## src/logic/lcd_pkg.sv

```systemverilog
`default_nettype none
package lcd_pkg;

  // ---------------------------------------------------------------
  // Sequence geometry
  // ---------------------------------------------------------------
  localparam int unsigned SEQ_WIDTH = 23;
  localparam int unsigned LONG_TAP_A = 22;
  localparam int unsigned LONG_TAP_B = 17;
  localparam int unsigned SHORT_TAP_A = 14;
  localparam int unsigned SHORT_TAP_B = 13;
  localparam logic [22:0] GEN_SEED = 23'h7FFFFF;
  localparam logic [22:0] CHK_SEED = 23'h000000;

  // ---------------------------------------------------------------
  // Checker thresholds
  // ---------------------------------------------------------------
  localparam logic [5:0] LOCK_COUNT = 6'h20;
  localparam logic [6:0] CLEAN_COUNT = 7'h40;
  localparam logic [3:0] LOSS_COUNT = 4'h8;

  // ---------------------------------------------------------------
  // Types
  // ---------------------------------------------------------------
  typedef struct packed {
    logic clk;
    logic pos;
    logic neg;
  } lcd_rail_t;

  typedef enum logic [1:0] {
    LB_NORMAL,
    LB_ANALOG,
    LB_DIGITAL,
    LB_REMOTE
  } lcd_loop_t;

endpackage : lcd_pkg
`default_nettype wire

```

## src/logic/lcd_channel_diag.sv

```systemverilog
// Functional notes
// - Sequence enable sends 2^23-1 sequence at E3, 2^15-1 at DS3/STS-1.
// - Sequence enable also turns on the receive checker at once.
// - Checker locked drives the receive negative/violation output low.
// - Out of sync sets sync-loss flag and drives that output high.
// - Error-insert write of one corrupts exactly one transmitted bit.
// - Each detected bit error pulses the output high one receive clock.
// - Only a zero-to-one change of error-insert injects; holding does not.
// - Sequence mode forces single-rail operation whatever the rail setting.
// - Three loopback modes chosen by remote and local loopback bits.
// - Analog loopback feeds transmit line into receive path and outputs.
// - Analog loopback keeps transmitting and ignores the receive line.
// - Digital loopback returns transmit clock and rails to receive outputs.
// - Remote loopback retransmits recovered data on recovered clock timing.
// - Remote loopback ignores terminal transmit clock and rails.
// - All-ones bit sends AMI ones at the terminal transmit clock rate.
// - All-ones suppressed in analog and remote loopback, kept in digital.
`timescale 1ns/1ps
`default_nettype none
module lcd_channel_diag (
  input wire logic clk,
  input wire logic rst_n,
  input wire logic sequence_enable_bit,
  input wire logic sequence_error_insert_bit,
  input wire logic remote_loopback_bit,
  input wire logic local_loopback_bit,
  input wire logic all_ones_enable_bit,
  input wire logic rate_is_e3,
  input wire logic dual_rail_mode,
  input wire logic terminal_transmit_clock,
  input wire logic transmit_positive_rail,
  input wire logic transmit_negative_rail,
  input wire logic line_recovery_clock,
  input wire logic rx_line_positive,
  input wire logic rx_line_negative,
  output logic tx_line_positive,
  output logic tx_line_negative,
  output logic recovered_receive_clock,
  output logic receive_positive_rail,
  output logic rx_negative_violation_out,
  output logic sequence_sync_loss_flag
);

  // ---------------------------------------------------------------
  // Pin synchronisers
  // ---------------------------------------------------------------
  lcd_pkg::lcd_rail_t tx_s1, tx_s2, tx_s3;
  lcd_pkg::lcd_rail_t rx_s1, rx_s2, rx_s3;

  always_ff @(posedge clk) begin
    if (!rst_n) begin
      tx_s1 <= '0;
      tx_s2 <= '0;
      tx_s3 <= '0;
      rx_s1 <= '0;
      rx_s2 <= '0;
      rx_s3 <= '0;
    end else begin
      tx_s1 <= {terminal_transmit_clock, transmit_positive_rail,
                transmit_negative_rail};
      tx_s2 <= tx_s1;
      tx_s3 <= tx_s2;
      rx_s1 <= {line_recovery_clock, rx_line_positive, rx_line_negative};
      rx_s2 <= rx_s1;
      rx_s3 <= rx_s2;
    end
  end

  logic tx_tick;
  logic rx_tick;
  assign tx_tick = tx_s2.clk & ~tx_s3.clk;
  assign rx_tick = rx_s2.clk & ~rx_s3.clk;

  // ---------------------------------------------------------------
  // Loopback decode
  // ---------------------------------------------------------------
  lcd_pkg::lcd_loop_t loop_mode;

  always_comb begin
    unique case ({remote_loopback_bit, local_loopback_bit})
      2'b01: loop_mode = lcd_pkg::LB_ANALOG;
      2'b11: loop_mode = lcd_pkg::LB_DIGITAL;
      2'b10: loop_mode = lcd_pkg::LB_REMOTE;
      default: loop_mode = lcd_pkg::LB_NORMAL;
    endcase
  end

  logic is_analog;
  logic is_digital;
  logic is_remote;
  assign is_analog = (loop_mode == lcd_pkg::LB_ANALOG);
  assign is_digital = (loop_mode == lcd_pkg::LB_DIGITAL);
  assign is_remote = (loop_mode == lcd_pkg::LB_REMOTE);

  // Transmit timing follows recovered clock in remote loopback
  logic tx_step;
  assign tx_step = is_remote ? rx_tick : tx_tick;

  // All-ones only outside analog and remote loopback
  logic ones_active;
  assign ones_active = all_ones_enable_bit & ~is_analog & ~is_remote;

  // ---------------------------------------------------------------
  // Error insertion request
  // ---------------------------------------------------------------
  logic insert_prev;
  logic insert_pending;
  logic insert_rise;
  assign insert_rise = sequence_error_insert_bit & ~insert_prev;

  always_ff @(posedge clk) begin
    if (!rst_n) begin
      insert_prev <= 1'b0;
    end else begin
      insert_prev <= sequence_error_insert_bit;
    end
  end

  always_ff @(posedge clk) begin
    if (!rst_n) begin
      insert_pending <= 1'b0;
    end else if (insert_rise && sequence_enable_bit) begin
      insert_pending <= 1'b1;
    end else if (insert_pending && tx_step) begin
      insert_pending <= 1'b0;
    end else if (!sequence_enable_bit) begin
      insert_pending <= 1'b0;
    end
  end

  // ---------------------------------------------------------------
  // Sequence generator
  // ---------------------------------------------------------------
  logic [22:0] gen_reg;
  logic gen_bit;
  assign gen_bit = rate_is_e3 ?
    (gen_reg[lcd_pkg::LONG_TAP_A] ^ gen_reg[lcd_pkg::LONG_TAP_B]) :
    (gen_reg[lcd_pkg::SHORT_TAP_A] ^ gen_reg[lcd_pkg::SHORT_TAP_B]);

  always_ff @(posedge clk) begin
    if (!rst_n) begin
      gen_reg <= lcd_pkg::GEN_SEED;
    end else if (!sequence_enable_bit) begin
      gen_reg <= lcd_pkg::GEN_SEED;
    end else if (tx_step) begin
      gen_reg <= {gen_reg[21:0], gen_bit};
    end
  end

  // ---------------------------------------------------------------
  // Transmit line encoder
  // ---------------------------------------------------------------
  logic ami_phase;
  logic next_tx_pos;
  logic next_tx_neg;
  logic tx_mark;

  always_comb begin
    tx_mark = 1'b0;
    next_tx_pos = 1'b0;
    next_tx_neg = 1'b0;
    if (is_remote) begin
      next_tx_pos = rx_s2.pos;
      next_tx_neg = rx_s2.neg;
    end else if (ones_active) begin
      tx_mark = 1'b1;
      next_tx_pos = ~ami_phase;
      next_tx_neg = ami_phase;
    end else if (sequence_enable_bit || !dual_rail_mode) begin
      tx_mark = sequence_enable_bit ? (gen_bit ^ insert_pending) :
        tx_s2.pos;
      next_tx_pos = tx_mark & ~ami_phase;
      next_tx_neg = tx_mark & ami_phase;
    end else begin
      next_tx_pos = tx_s2.pos;
      next_tx_neg = tx_s2.neg;
    end
  end

  always_ff @(posedge clk) begin
    if (!rst_n) begin
      tx_line_positive <= 1'b0;
      tx_line_negative <= 1'b0;
      ami_phase <= 1'b0;
    end else if (tx_step) begin
      tx_line_positive <= next_tx_pos;
      tx_line_negative <= next_tx_neg;
      if (tx_mark) begin
        ami_phase <= ~ami_phase;
      end
    end
  end

  // ---------------------------------------------------------------
  // Receive source selection
  // ---------------------------------------------------------------
  logic rx_step;
  logic rx_src_pos;
  logic rx_src_neg;
  assign rx_step = is_analog ? tx_tick : rx_tick;
  assign rx_src_pos = is_analog ? tx_line_positive : rx_s2.pos;
  assign rx_src_neg = is_analog ? tx_line_negative : rx_s2.neg;

  logic rx_bit;
  assign rx_bit = rx_src_pos | rx_src_neg;

  // ---------------------------------------------------------------
  // Sequence checker
  // ---------------------------------------------------------------
  logic [22:0] chk_reg;
  logic chk_expect;
  logic chk_err;
  logic in_sync;
  logic [5:0] good_run;
  logic [6:0] clean_run;
  logic [3:0] err_count;

  assign chk_expect = rate_is_e3 ?
    (chk_reg[lcd_pkg::LONG_TAP_A] ^ chk_reg[lcd_pkg::LONG_TAP_B]) :
    (chk_reg[lcd_pkg::SHORT_TAP_A] ^ chk_reg[lcd_pkg::SHORT_TAP_B]);
  assign chk_err = (rx_bit != chk_expect);

  // Seeds from received bits until locked, then flywheels on expected
  always_ff @(posedge clk) begin
    if (!rst_n) begin
      chk_reg <= lcd_pkg::CHK_SEED;
    end else if (!sequence_enable_bit) begin
      chk_reg <= lcd_pkg::CHK_SEED;
    end else if (rx_step) begin
      chk_reg <= {chk_reg[21:0], in_sync ? chk_expect : rx_bit};
    end
  end

  always_ff @(posedge clk) begin
    if (!rst_n) begin
      in_sync <= 1'b0;
      good_run <= '0;
      clean_run <= '0;
      err_count <= '0;
    end else if (!sequence_enable_bit) begin
      in_sync <= 1'b0;
      good_run <= '0;
      clean_run <= '0;
      err_count <= '0;
    end else if (rx_step) begin
      if (!in_sync) begin
        good_run <= chk_err ? 6'h00 : good_run + 6'h01;
        if (!chk_err && good_run == lcd_pkg::LOCK_COUNT - 6'h01) begin
          in_sync <= 1'b1;
          clean_run <= '0;
          err_count <= '0;
        end
      end else if (chk_err) begin
        clean_run <= '0;
        err_count <= err_count + 4'h1;
        if (err_count == lcd_pkg::LOSS_COUNT - 4'h1) begin
          in_sync <= 1'b0;
          good_run <= '0;
        end
      end else if (clean_run == lcd_pkg::CLEAN_COUNT - 7'h01) begin
        clean_run <= '0;
        err_count <= '0;
      end else begin
        clean_run <= clean_run + 7'h01;
      end
    end
  end

  // Error marker held for one receive clock period
  logic err_hold;

  always_ff @(posedge clk) begin
    if (!rst_n) begin
      err_hold <= 1'b0;
    end else if (!sequence_enable_bit) begin
      err_hold <= 1'b0;
    end else if (rx_step) begin
      err_hold <= in_sync & chk_err;
    end
  end

  // ---------------------------------------------------------------
  // Receive outputs
  // ---------------------------------------------------------------
  logic rx_pos_hold;
  logic rx_neg_hold;

  always_ff @(posedge clk) begin
    if (!rst_n) begin
      rx_pos_hold <= 1'b0;
      rx_neg_hold <= 1'b0;
    end else if (rx_step) begin
      rx_pos_hold <= rx_src_pos;
      rx_neg_hold <= rx_src_neg;
    end
  end

  always_ff @(posedge clk) begin
    if (!rst_n) begin
      recovered_receive_clock <= 1'b0;
      receive_positive_rail <= 1'b0;
      rx_negative_violation_out <= 1'b0;
    end else begin
      if (is_digital) begin
        recovered_receive_clock <= tx_s2.clk;
        receive_positive_rail <= tx_s2.pos;
      end else begin
        recovered_receive_clock <= is_analog ? tx_s2.clk : rx_s2.clk;
        receive_positive_rail <= rx_pos_hold;
      end
      if (sequence_enable_bit) begin
        rx_negative_violation_out <= ~in_sync | err_hold;
      end else if (is_digital) begin
        rx_negative_violation_out <= tx_s2.neg;
      end else begin
        rx_negative_violation_out <= rx_neg_hold;
      end
    end
  end

  always_ff @(posedge clk) begin
    if (!rst_n) begin
      sequence_sync_loss_flag <= 1'b0;
    end else begin
      sequence_sync_loss_flag <= sequence_enable_bit & ~in_sync;
    end
  end
endmodule : lcd_channel_diag
`default_nettype wire

```

## config.mk

```make
export PLATFORM = sky130hd
export DESIGN_NAME = lcd_channel_diag
export DESIGN_NICKNAME = d
export VERILOG_FILES = /design/src/logic/lcd_pkg.sv /design/src/logic/lcd_channel_diag.sv
export SDC_FILE = /design/constraint.sdc
export NUM_CORES = 1
export LEC_CHECK = 0
export ABC_AREA = 1
export BUFFER_PORTS_ARGS = -buffer_cell sky130_fd_sc_hd__buf_4
export CAP_MARGIN = 10
export CELL_PAD_IN_SITES_DETAIL_PLACEMENT = 1
export CELL_PAD_IN_SITES_GLOBAL_PLACEMENT = 1
export CORE_MARGIN = 2
export CORE_UTILIZATION = 48
export CTS_CLUSTER_DIAMETER = 80
export CTS_CLUSTER_SIZE = 16
export DETAILED_ROUTE_END_ITERATION = 8
export PLACE_DENSITY = 0.93
export SYNTH_ARGS = -nofsm -noshare
export SYNTH_HDL_FRONTEND = slang
export SYNTH_SLANG_ARGS = --single-unit
```

## constraint.sdc

```tcl
create_clock -name clk -period 3.8 [get_ports clk]
set_input_delay 0.57 -clock clk [delete_from_list [all_inputs] [get_ports clk]]
set_output_delay 0.57 -clock clk [all_outputs]
set_load 0.02 [all_outputs]
```

==> results of run 1 <==
## power breakdown
| part | switching (mW) | total [mW] | internal [mW] |
|---|---|---|---|
| clock network | 0.362 | 0.804 | 0.443 |
| logic | 0.141 | 0.202 | 0.0617 |
| registers | 0.0214 | 0.999 | 0.977 |
| total | 0.524 | 2.01 | 1.48 |
## cell usage after synthesis, drive strengths merged
cell type  instances
ha                 3
buf               15
a211oi            11
inv               64
xnor2              3
or2                1
clkinv             2
nand2            142
nand4              8
o211ai             4
nor3               7
clkbuf             7
dfxtp             90
nand3b             2
xor2               6
o21ai             25
o311ai             1
nor3b              2
nand3             45
nor2              28
a21oi             40
## worst reg2reg max path: cells and delay by family (launching register included)
family | cells | cell delay [ns]
AO/OA/AOI/OAI | 1 | 0.25
AND/OR/NAND/NOR | 4 | 0.65
buffers and inverters | 4 | 1.07
flip-flops | 1 | 0.35
## logic make-up after synthesis
| family | after synthesis | synth area share [%] |
|---|---|---|
| DFF | 90 | 47.0 |
| xor gates and xnor gates | 9 | 2.06 |
| buffers and inverters | 88 | 9.56 |
| AOI/OAI and AO/OA | 81 | 12.6 |
| adders and majority gates | 3 | 0.979 |
| and+or+nand+nor | 235 | 27.8 |
## worst min-delay path by stage
| stage | cells past startpoint | startpoint | to | slack (ns) |
|---|---|---|---|---|
| after floorplan | 2 | rx_s1[0] | rx_s2[0] | 0.39 |
| after global placement | 2 | rx_s1[1] | rx_s2[1] | 0.39 |
| after detailed placement | 2 | rx_s1[0] | rx_s2[0] | 0.40 |
| after CTS | 3 | transmit_negative_rail | tx_s1[0] | 0.36 |
| after global routing | 3 | transmit_negative_rail | tx_s1[0] | 0.36 |
| final | 3 | transmit_negative_rail | tx_s1[0] | 0.38 |
## layer usage
metal	vias up	routed length (microns)	track usage [%]
li1	1646	-	-
met1	1630	4010	25.0
met2	59	5080	42.0
met3	26	354	5.80
met4	0	260	10.4
met5	-	0	0
## final cells by class
type                    instances  area, sq um  area share, %
multi-input cells             328         1670           39.0
clock inverters                 7          121           2.84
well taps                     102          128           2.99
clock buffers                   9          124           2.90
flip-flops and latches         90         1800           42.2
repair buffers                 24          180           4.22
inverters                      66          250           5.86
## stage by stage
stage / power, mW / util [%]
2_1_floorplan: 1.16 / -
3_3_place_gp: 1.20 / 52.1
3_5_place_dp: 1.22 / 52.1
4_1_cts: 2.02 / 55.3
5_1_grt: 2.08 / 55.3
6_report: 2.01 / 55.3
==> results by group, run 1 <==
Worst setup path
  – Max incr delay on CP: 0.60 ns
  – CP Buf/Inv Count: 4
  – Worst path cell trace: inv_1, nor2_1, inv_1, nand3_1, nand2_1, inv_1, buf_4, nor2_1, a211oi_1
  – Crit-path max FO: 19
  – Critical path depth: 9
  – R2R Setup Slk: 1.36 ns
  – Worst reg2reg path endpoint: chk_reg[8]
  – R2r worst-path depth: 9
  – Critical path arrival: 2.69 ns
  – Kind of critical path: flip-flop to flip-flop
  – Most common cell on crit path: inv_1
  – Crit. Startpoint: tx_s2[2]
  – Crit end category: flip-flop
  – Critical Path End: chk_reg[8]
  – Worst path slowest cell: inv_1
  – R2r startpoint: tx_s2[2]
  – CP top delay family: buffers and inverters
  – Worst Path Required: 4.05 ns
  – Setup crit start kind: flip-flop

Layout
  – Commonest non-fill, non-tap cell in the layout: nand2_1
  – Fill count: ~1,000
  – Post-route insts no fill: 626
  – Nets: approximately 540
  – Share of layout cells above drive strength 1: 13.4%
  – # diodes: 0
  – Layout area overhead: 11.4%
  – Most frequent cells in the layout: 131 x nand2_1, 90 x dfxtp_1, 59 x inv_1
  – Fin area: 0.00427 sq mm

Clock network
  – Worst skew pair latency: 0.37 ns
  – CTS tree: yes
  – Clock transition at path regs: 0.09 ns
  – Clk root buf: clkbuf_8
  – CTS Buf Count: 9
  – CTS max path bufs: 2
  – PostCTS Resize Cnt: 0
  – Post-CTS Setup Repair Bufs: 0
  – H-Tree Depth: 3
  – Hold Buf Count CTS: 0
  – Clock sink count: 90

Logic synthesis
  – Mapped Cells: 506
  – Top-area cell type share of the netlist area: 47.0%
  – Synth Warn #: 0
  – Post-Syn Nets: between 500 and 600
  – Post-synth cell types: 38
  – Synth Register Bits: 90
  – Top cells by area, synth: dfxtp_1 47%, nand2_1 13%, inv_1 5.8%
  – Most area-hungry cell type in the Yosys netlist: dfxtp_1
  – Syn Area/Cell: 7.58 sq um
  – Seq/Total Area, Yosys: 47.0%
  – Synth Cell Area: around 0.0038 sq mm

Die
  – Total die area: 0.00872 sq mm
  – Cell row count: 32
  – Die height: 93.4 microns
  – Ports: 21
  – Core Region: 0.00773 sq mm
  – Die X: 93.4 microns
  – Initial core utilization: 49.6%

Pwr
  – P_leak: 1.91 nW
  – Power Dens Cells: 470 mW/mm^2
  – Peak supply drop: 0.000311 V

STA
  – Slew Limit Fails: 0
  – Final Hold Violating Endpoints: 0
  – Setup ws final: between 1 and 1.5 ns
  – Setup violations, final: 0
  – Period minus WS final: 2.44 ns
  – Least-Margin Pin Slew: 0.612 ns
  – Fin Hold WS: 0.378 ns
  – Maximum clock frequency: 410 MHz
  – Period utilisation layout: between 60% and 70%
  – RSZ-0062 raised after global routing: false
  – TNS Setup: 0 ns
  – Worst slew margin: 59.2%
  – Clk_skew: 0.0149 ns

Outcome
  – Status: finished clean

Global routing
  – Largest net degree at the start of global routing: 28
  – Gr ovfl total: 0
  – Initial antenna violation count: 0
  – Number of global-route vias before repair: 3,473
  – First-pass GRT wire length: 15,800 microns
  – GRT Resource Usage Total: 23.0%

Placed design
  – GPL Wtd Cong: roughly 0.80
  – Placed instance count: 610
  – Detail Placement HPWL: 6410 microns
  – Post-place instance area: 0.00403 sq mm
  – Pre-CTS worst setup slack: roughly 1.3 ns
  – IO buf count: 20

Detailed routing
  – Vias: 3,361
  – DRT Wirelength: 9700 microns
  – 1st-pass router iterations: 4
  – Remaining DRCs: 0
  – Drt wl/cell: around 15 microns
  – ANT nets after route: 0
  – Vias per inst: 5.37
  – Initial detailed-routing violation count: 111

Job
  – MaxCap Viol Count: 0

Worst hold path
  – Hold Crit Class: input pin to flip-flop
Note: power is estimated with default switching activity, not from simulation.
==> run 2, diff against run 1 <==
Settings changed: CORE_UTILIZATION 48 to 45, PLACE_DENSITY 0.93 to 0.88.
Clock period 3.8 ns to 2.34 ns, I/O delays scaled along.
==> results by group, run 2 (synthesized netlist as in run 1, its figures left out) <==
Outcome
  – Status: finished clean

Global routing
  – Initial antenna violation count: 0
  – Gr ovfl total: 0
  – GRT Resource Usage Total: between 20% and 30%
  – First-pass GRT wire length: 15,300 microns
  – Number of global-route vias before repair: 3,432
  – Largest net degree at the start of global routing: 29

Detailed routing
  – Vias per inst: around 5.2
  – ANT nets after route: 0
  – DRT Wirelength: roughly 8800 microns
  – Vias: 3,262
  – 1st-pass router iterations: 4
  – Drt wl/cell: 14.0 microns
  – Initial detailed-routing violation count: about 110
  – Remaining DRCs: 0

Worst setup path
  – Max incr delay on CP: 0.41 ns
  – Kind of critical path: flip-flop to flip-flop
  – Most common cell on crit path: nand2_1
  – CP Buf/Inv Count: 1
  – Setup crit start kind: flip-flop
  – Crit-path max FO: 5
  – Worst Path Required: 2.64 ns
  – Crit end category: flip-flop
  – Critical path arrival: 2.22 ns
  – CP top delay family: simple AND/OR/NAND/NOR gates
  – Worst path cell trace: ha_1, nand3_1, nor3_1, inv_1, nand4_1, nand3_4, nor2_4, nand2_1, nand2_1
  – Worst path slowest cell: dfxtp_1

Job
  – MaxCap Viol Count: 0

STA
  – Period utilisation layout: 82.2%
  – Setup violations, final: 0
  – Least-Margin Pin Slew: about 0.43 ns
  – Worst slew margin: 70.9%
  – Maximum clock frequency: 520 MHz
  – Fin Hold WS: 0.167 ns
  – Final Hold Violating Endpoints: 0
  – TNS Setup: 0 ns
  – Clk_skew: roughly 0.0078 ns
  – Period minus WS final: 1.92 ns
  – RSZ-0062 raised after global routing: false
  – Slew Limit Fails: 0

Clock network
  – Clock transition at path regs: 0.09 ns
  – PostCTS Resize Cnt: 0
  – H-Tree Depth: 3
  – Post-CTS Setup Repair Bufs: 0
  – Clock sink count: 90
  – Worst skew pair latency: 0.36 ns
  – CTS tree: yes
  – Hold Buf Count CTS: 0
  – Clk root buf: clkbuf_8
  – CTS Buf Count: 9
  – CTS max path bufs: 2

Die
  – Total die area: roughly 0.009 sq mm
  – Initial core utilization: 46.4%
  – Die X: ~96 microns
  – Cell row count: 33
  – Ports: 21
  – Core Region: 0.00826 sq mm
  – Die height: approximately 96 microns

Layout
  – Most frequent cells in the layout: 131 x nand2_1, 90 x dfxtp_1, 59 x inv_1
  – Share of layout cells above drive strength 1: 13.5%
  – Nets: 540
  – # diodes: 0
  – Layout area overhead: 11.4%
  – Commonest non-fill, non-tap cell in the layout: nand2_1

Pwr
  – Peak supply drop: about 0.00042 V
  – Power Dens Cells: 729 mW/mm^2
  – P_leak: about 1.9 nW

Placed design
  – IO buf count: 20
  – GPL Wtd Cong: between 0.8 and 0.9
  – Detail Placement HPWL: 6110 microns

Worst hold path
  – Hold Crit Class: input pin to flip-flop
## run 2: tightest hold or removal path, delay by kind of cell
kind / cells / cell delay, ns
buffers and inverters: 2 / 0.12
AND/OR/NAND/NOR: 1 / 0.04
## run 2: cell type report
cell class              instances  area, sq um
fillers                      1071         3990
flip-flops and latches         90         1800
multi-input cells             328         1670
inverters                      66          250
repair buffers                 27          203
clock buffers                  11          141
well taps                     105          131
clock inverters                 4         76.3
## run 2: final timing paths
| kind | cells after the start | startpoint | endpoint | slack (ns) |
|---|---|---|---|---|
| worst max register to register | 9 | clean_run[0] | err_count[2] | 0.42 |
| worst max-delay path | 9 | clean_run[0] | err_count[2] | 0.42 |
| worst min-delay path | 3 | terminal_transmit_clock | tx_s1[2] | 0.17 |
| worst min register to register | 2 | rx_s1[2] | rx_s2[2] | 0.42 |
## run 2: power by group
part	internal, mW	switching [mW]	total (mW)
logic	0.104	0.219	0.323
clock network	0.627	0.545	1.17
registers	1.59	0.0297	1.62
## run 2: routing by layer
layer	share of wire (%)	vias up	global-route usage (%)	wire, microns
li1	-	1652	-	-
met1	44	1561	24.5	3860
met2	52	33	38.1	4590
met3	2.3	16	4.39	201
met4	2.1	0	8.69	183
met5	0	-	0	0
## run 2: per-stage QoR
step | power [mW] | setup slack [ns] | utilization, % | std cells | area (sq um)
2_1_floorplan | 1.89 | 0.792 | - | 506 | 3830
3_3_place_gp | 1.96 | 0.510 | 49.1 | 616 | 4050
3_5_place_dp | 1.98 | 0.379 | 49.1 | 616 | 4050
4_1_cts | 3.14 | 0.411 | 51.7 | 631 | 4270
5_1_grt | 3.25 | 0.250 | 51.7 | 631 | 4270
6_report | 3.11 | 0.418 | 51.7 | 631 | 4270
==> run 3, diff against run 2 <==
Clock period 2.34 ns to 1.9 ns, I/O delays scaled along.
==> results by group, run 3 (synthesized netlist as in run 1, its figures left out) <==
Outcome
  – Status: finished clean

Worst setup path
  – Max incr delay on CP: 0.41 ns
  – R2r worst-path depth: 9
  – Kind of critical path: flip-flop to flip-flop
  – Critical path arrival: between 2 and 2.5 ns
  – Most common cell on crit path: nand2_1
  – Worst reg2reg path endpoint: err_count[2]
  – Setup crit start kind: flip-flop
  – R2R Setup Slk: between 0.1 and 0.15 ns
  – Crit end category: flip-flop
  – Worst path slowest cell: dfxtp_1
  – R2r startpoint: clean_run[1]
  – Worst path cell trace: ha_2, nand3_1, nor3_2, inv_1, nand4_1, nand3_4, nor2_4, nand2_1, nand2_1
  – Worst Path Required: 2.20 ns
  – Crit-path max FO: 5

Global routing
  – GR Util met3: 3.05%
  – Initial antenna violation count: 0
  – Gr ovfl total: 0
  – Met1 Usage GRT: 26.2%
  – Largest net degree at the start of global routing: 28
  – Number of global-route vias before repair: 3,449
  – GRT Resource Usage Total: 21.9%
  – Busiest grt layer: met2
  – Met2 Use GR: 39.2%
  – First-pass GRT wire length: between 15,000 and 20,000 microns

Detailed routing
  – ANT nets after route: 0
  – Drt wl/cell: 14.4 microns
  – Remaining DRCs: 0
  – DRT Wirelength: 9180 microns
  – Vias: between 3,000 and 4,000
  – Vias per inst: 5.19
  – 1st-pass router iterations: 4
  – Initial detailed-routing violation count: 86

Layout
  – FF+latch area: 0.00180 sq mm
  – Share of layout cells above drive strength 1: 15.6%
  – Multi-input logic area: 0.00169 sq mm
  – Post-route insts no fill: around 640
  – Most frequent cells in the layout: 130 x nand2_1, 89 x dfxtp_1, 58 x inv_1
  – Fin area: 0.00428 sq mm
  – Fill count: 1,051
  – Layout area overhead: 11.6%
  – Nets: 544
  – Commonest non-fill, non-tap cell in the layout: nand2_1
  – # diodes: 0

Placed design
  – IO buf count: 20
  – Detail Placement HPWL: 6620 microns
  – GPL Wtd Cong: 0.793
  – Post-place instance area: between 0.004 and 0.005 sq mm
  – Placed instance count: 620
  – Pre-CTS worst setup slack: 0.0374 ns

STA
  – Setup ws final: about 0.11 ns
  – Clk_skew: about 0.01 ns
  – Setup violations, final: 0
  – Slew Limit Fails: 0
  – Fin Hold WS: roughly 0.11 ns
  – Worst slew margin: 75.6%
  – Period minus WS final: 1.79 ns
  – Final Hold Violating Endpoints: 0
  – Maximum clock frequency: between 500 and 600 MHz
  – Period utilisation layout: between 90 and 100%
  – Least-Margin Pin Slew: 0.363 ns

Job
  – MaxCap Viol Count: 0

Die
  – Cell row count: 33
  – Initial core utilization: between 40% and 50%
  – Die height: 96.3 microns
  – Die X: 96.3 microns
  – Core Region: 0.00826 sq mm
  – Ports: 21
  – Total die area: 0.00927 sq mm

Clock network
  – CTS Buf Count: 9
  – Worst skew pair latency: 0.36 ns
  – CTS max path bufs: 2
  – Clock sink count: 90
  – Clk root buf: clkbuf_8
  – Post-CTS Setup Repair Bufs: 0
  – Clock transition at path regs: 0.09 ns
  – H-Tree Depth: 3
  – CTS tree: yes

Pwr
  – Peak supply drop: 0.000449 V
  – P_leak: 1.90 nW
  – Power Dens Cells: 836 mW/mm^2
  – Final Total Pwr: around 3.6 mW

Worst hold path
  – Hold Crit Class: input pin to flip-flop
  – Hold Path Cell Cnt: 3
  – Hold Path End: tx_s1[0]
  – Hold Startpoint: transmit_negative_rail
## run 3: changes by cell type in the layout (fill, tap and decap cells not counted), moves of 2 or more
cell / before / now
bufinv_16: 2 / 0
nor3_1: 5 / 3
clkinv_2: 0 / 2
buf_4: 27 / 31
## run 3: worst max-delay path by stage
stage / start / end / slack, ns / cells after the start
after floorplan: clean_run[0] / err_count[3] / 0.35 / 8
after global placement: good_run[0] / clean_run[3] / 0.22 / 8
after detailed placement: good_run[0] / clean_run[3] / 0.04 / 8
after CTS: good_run[0] / clean_run[3] / 0.02 / 8
after global routing: clean_run[1] / err_count[2] / -0.02 / 9
final: clean_run[1] / err_count[2] / 0.11 / 9
## run 3: area by class of cell
| class | count | area share, % |
|---|---|---|
| inverter | 66 | 5.85 |
| clock inverter | 6 | 0.994 |
| timing repair buffer | 31 | 5.44 |
| tap | 105 | 3.07 |
| clock buffer | 10 | 2.98 |
| sequential | 90 | 42.1 |
| multi-input combinational | 328 | 39.5 |
## run 3: power by group
group / total [mW] / internal [mW] / switching (mW)
logic: 0.413 / 0.136 / 0.277
clock network: 1.17 / 0.478 / 0.692
registers: 1.99 / 1.95 / 0.0366
total: 3.57 / 2.57 / 1.01
## run 3: routing by layer
metal,wire length (microns),up-vias
met3,178,16
met2,4740,41
met1,4090,1584
li1,-,1663
met5,0,-
met4,172,0
## run 3: timing repair
item,in CTS,in global routing
endpoints found under the setup margin,2,12
pin swaps,0,0
hold buffers,0,0
resized for setup,1,7
## run 3: stage by stage
step / TNS (ns) / utilization (%)
floorplan: 0 / -
global placement: 0 / 49.4
detailed placement: 0 / 49.4
CTS: 0 / 51.5
global route: -0.0175 / 51.8
finish: 0 / 51.8
## run 3: worst max-delay path, delay by kind of cell, from the launching register on
kind                       cells  cell delay (ns)
adders and majority gates      1             0.25
buffers and inverters          1             0.11
DFF                            1             0.41
and+or+nand+nor                7             0.96
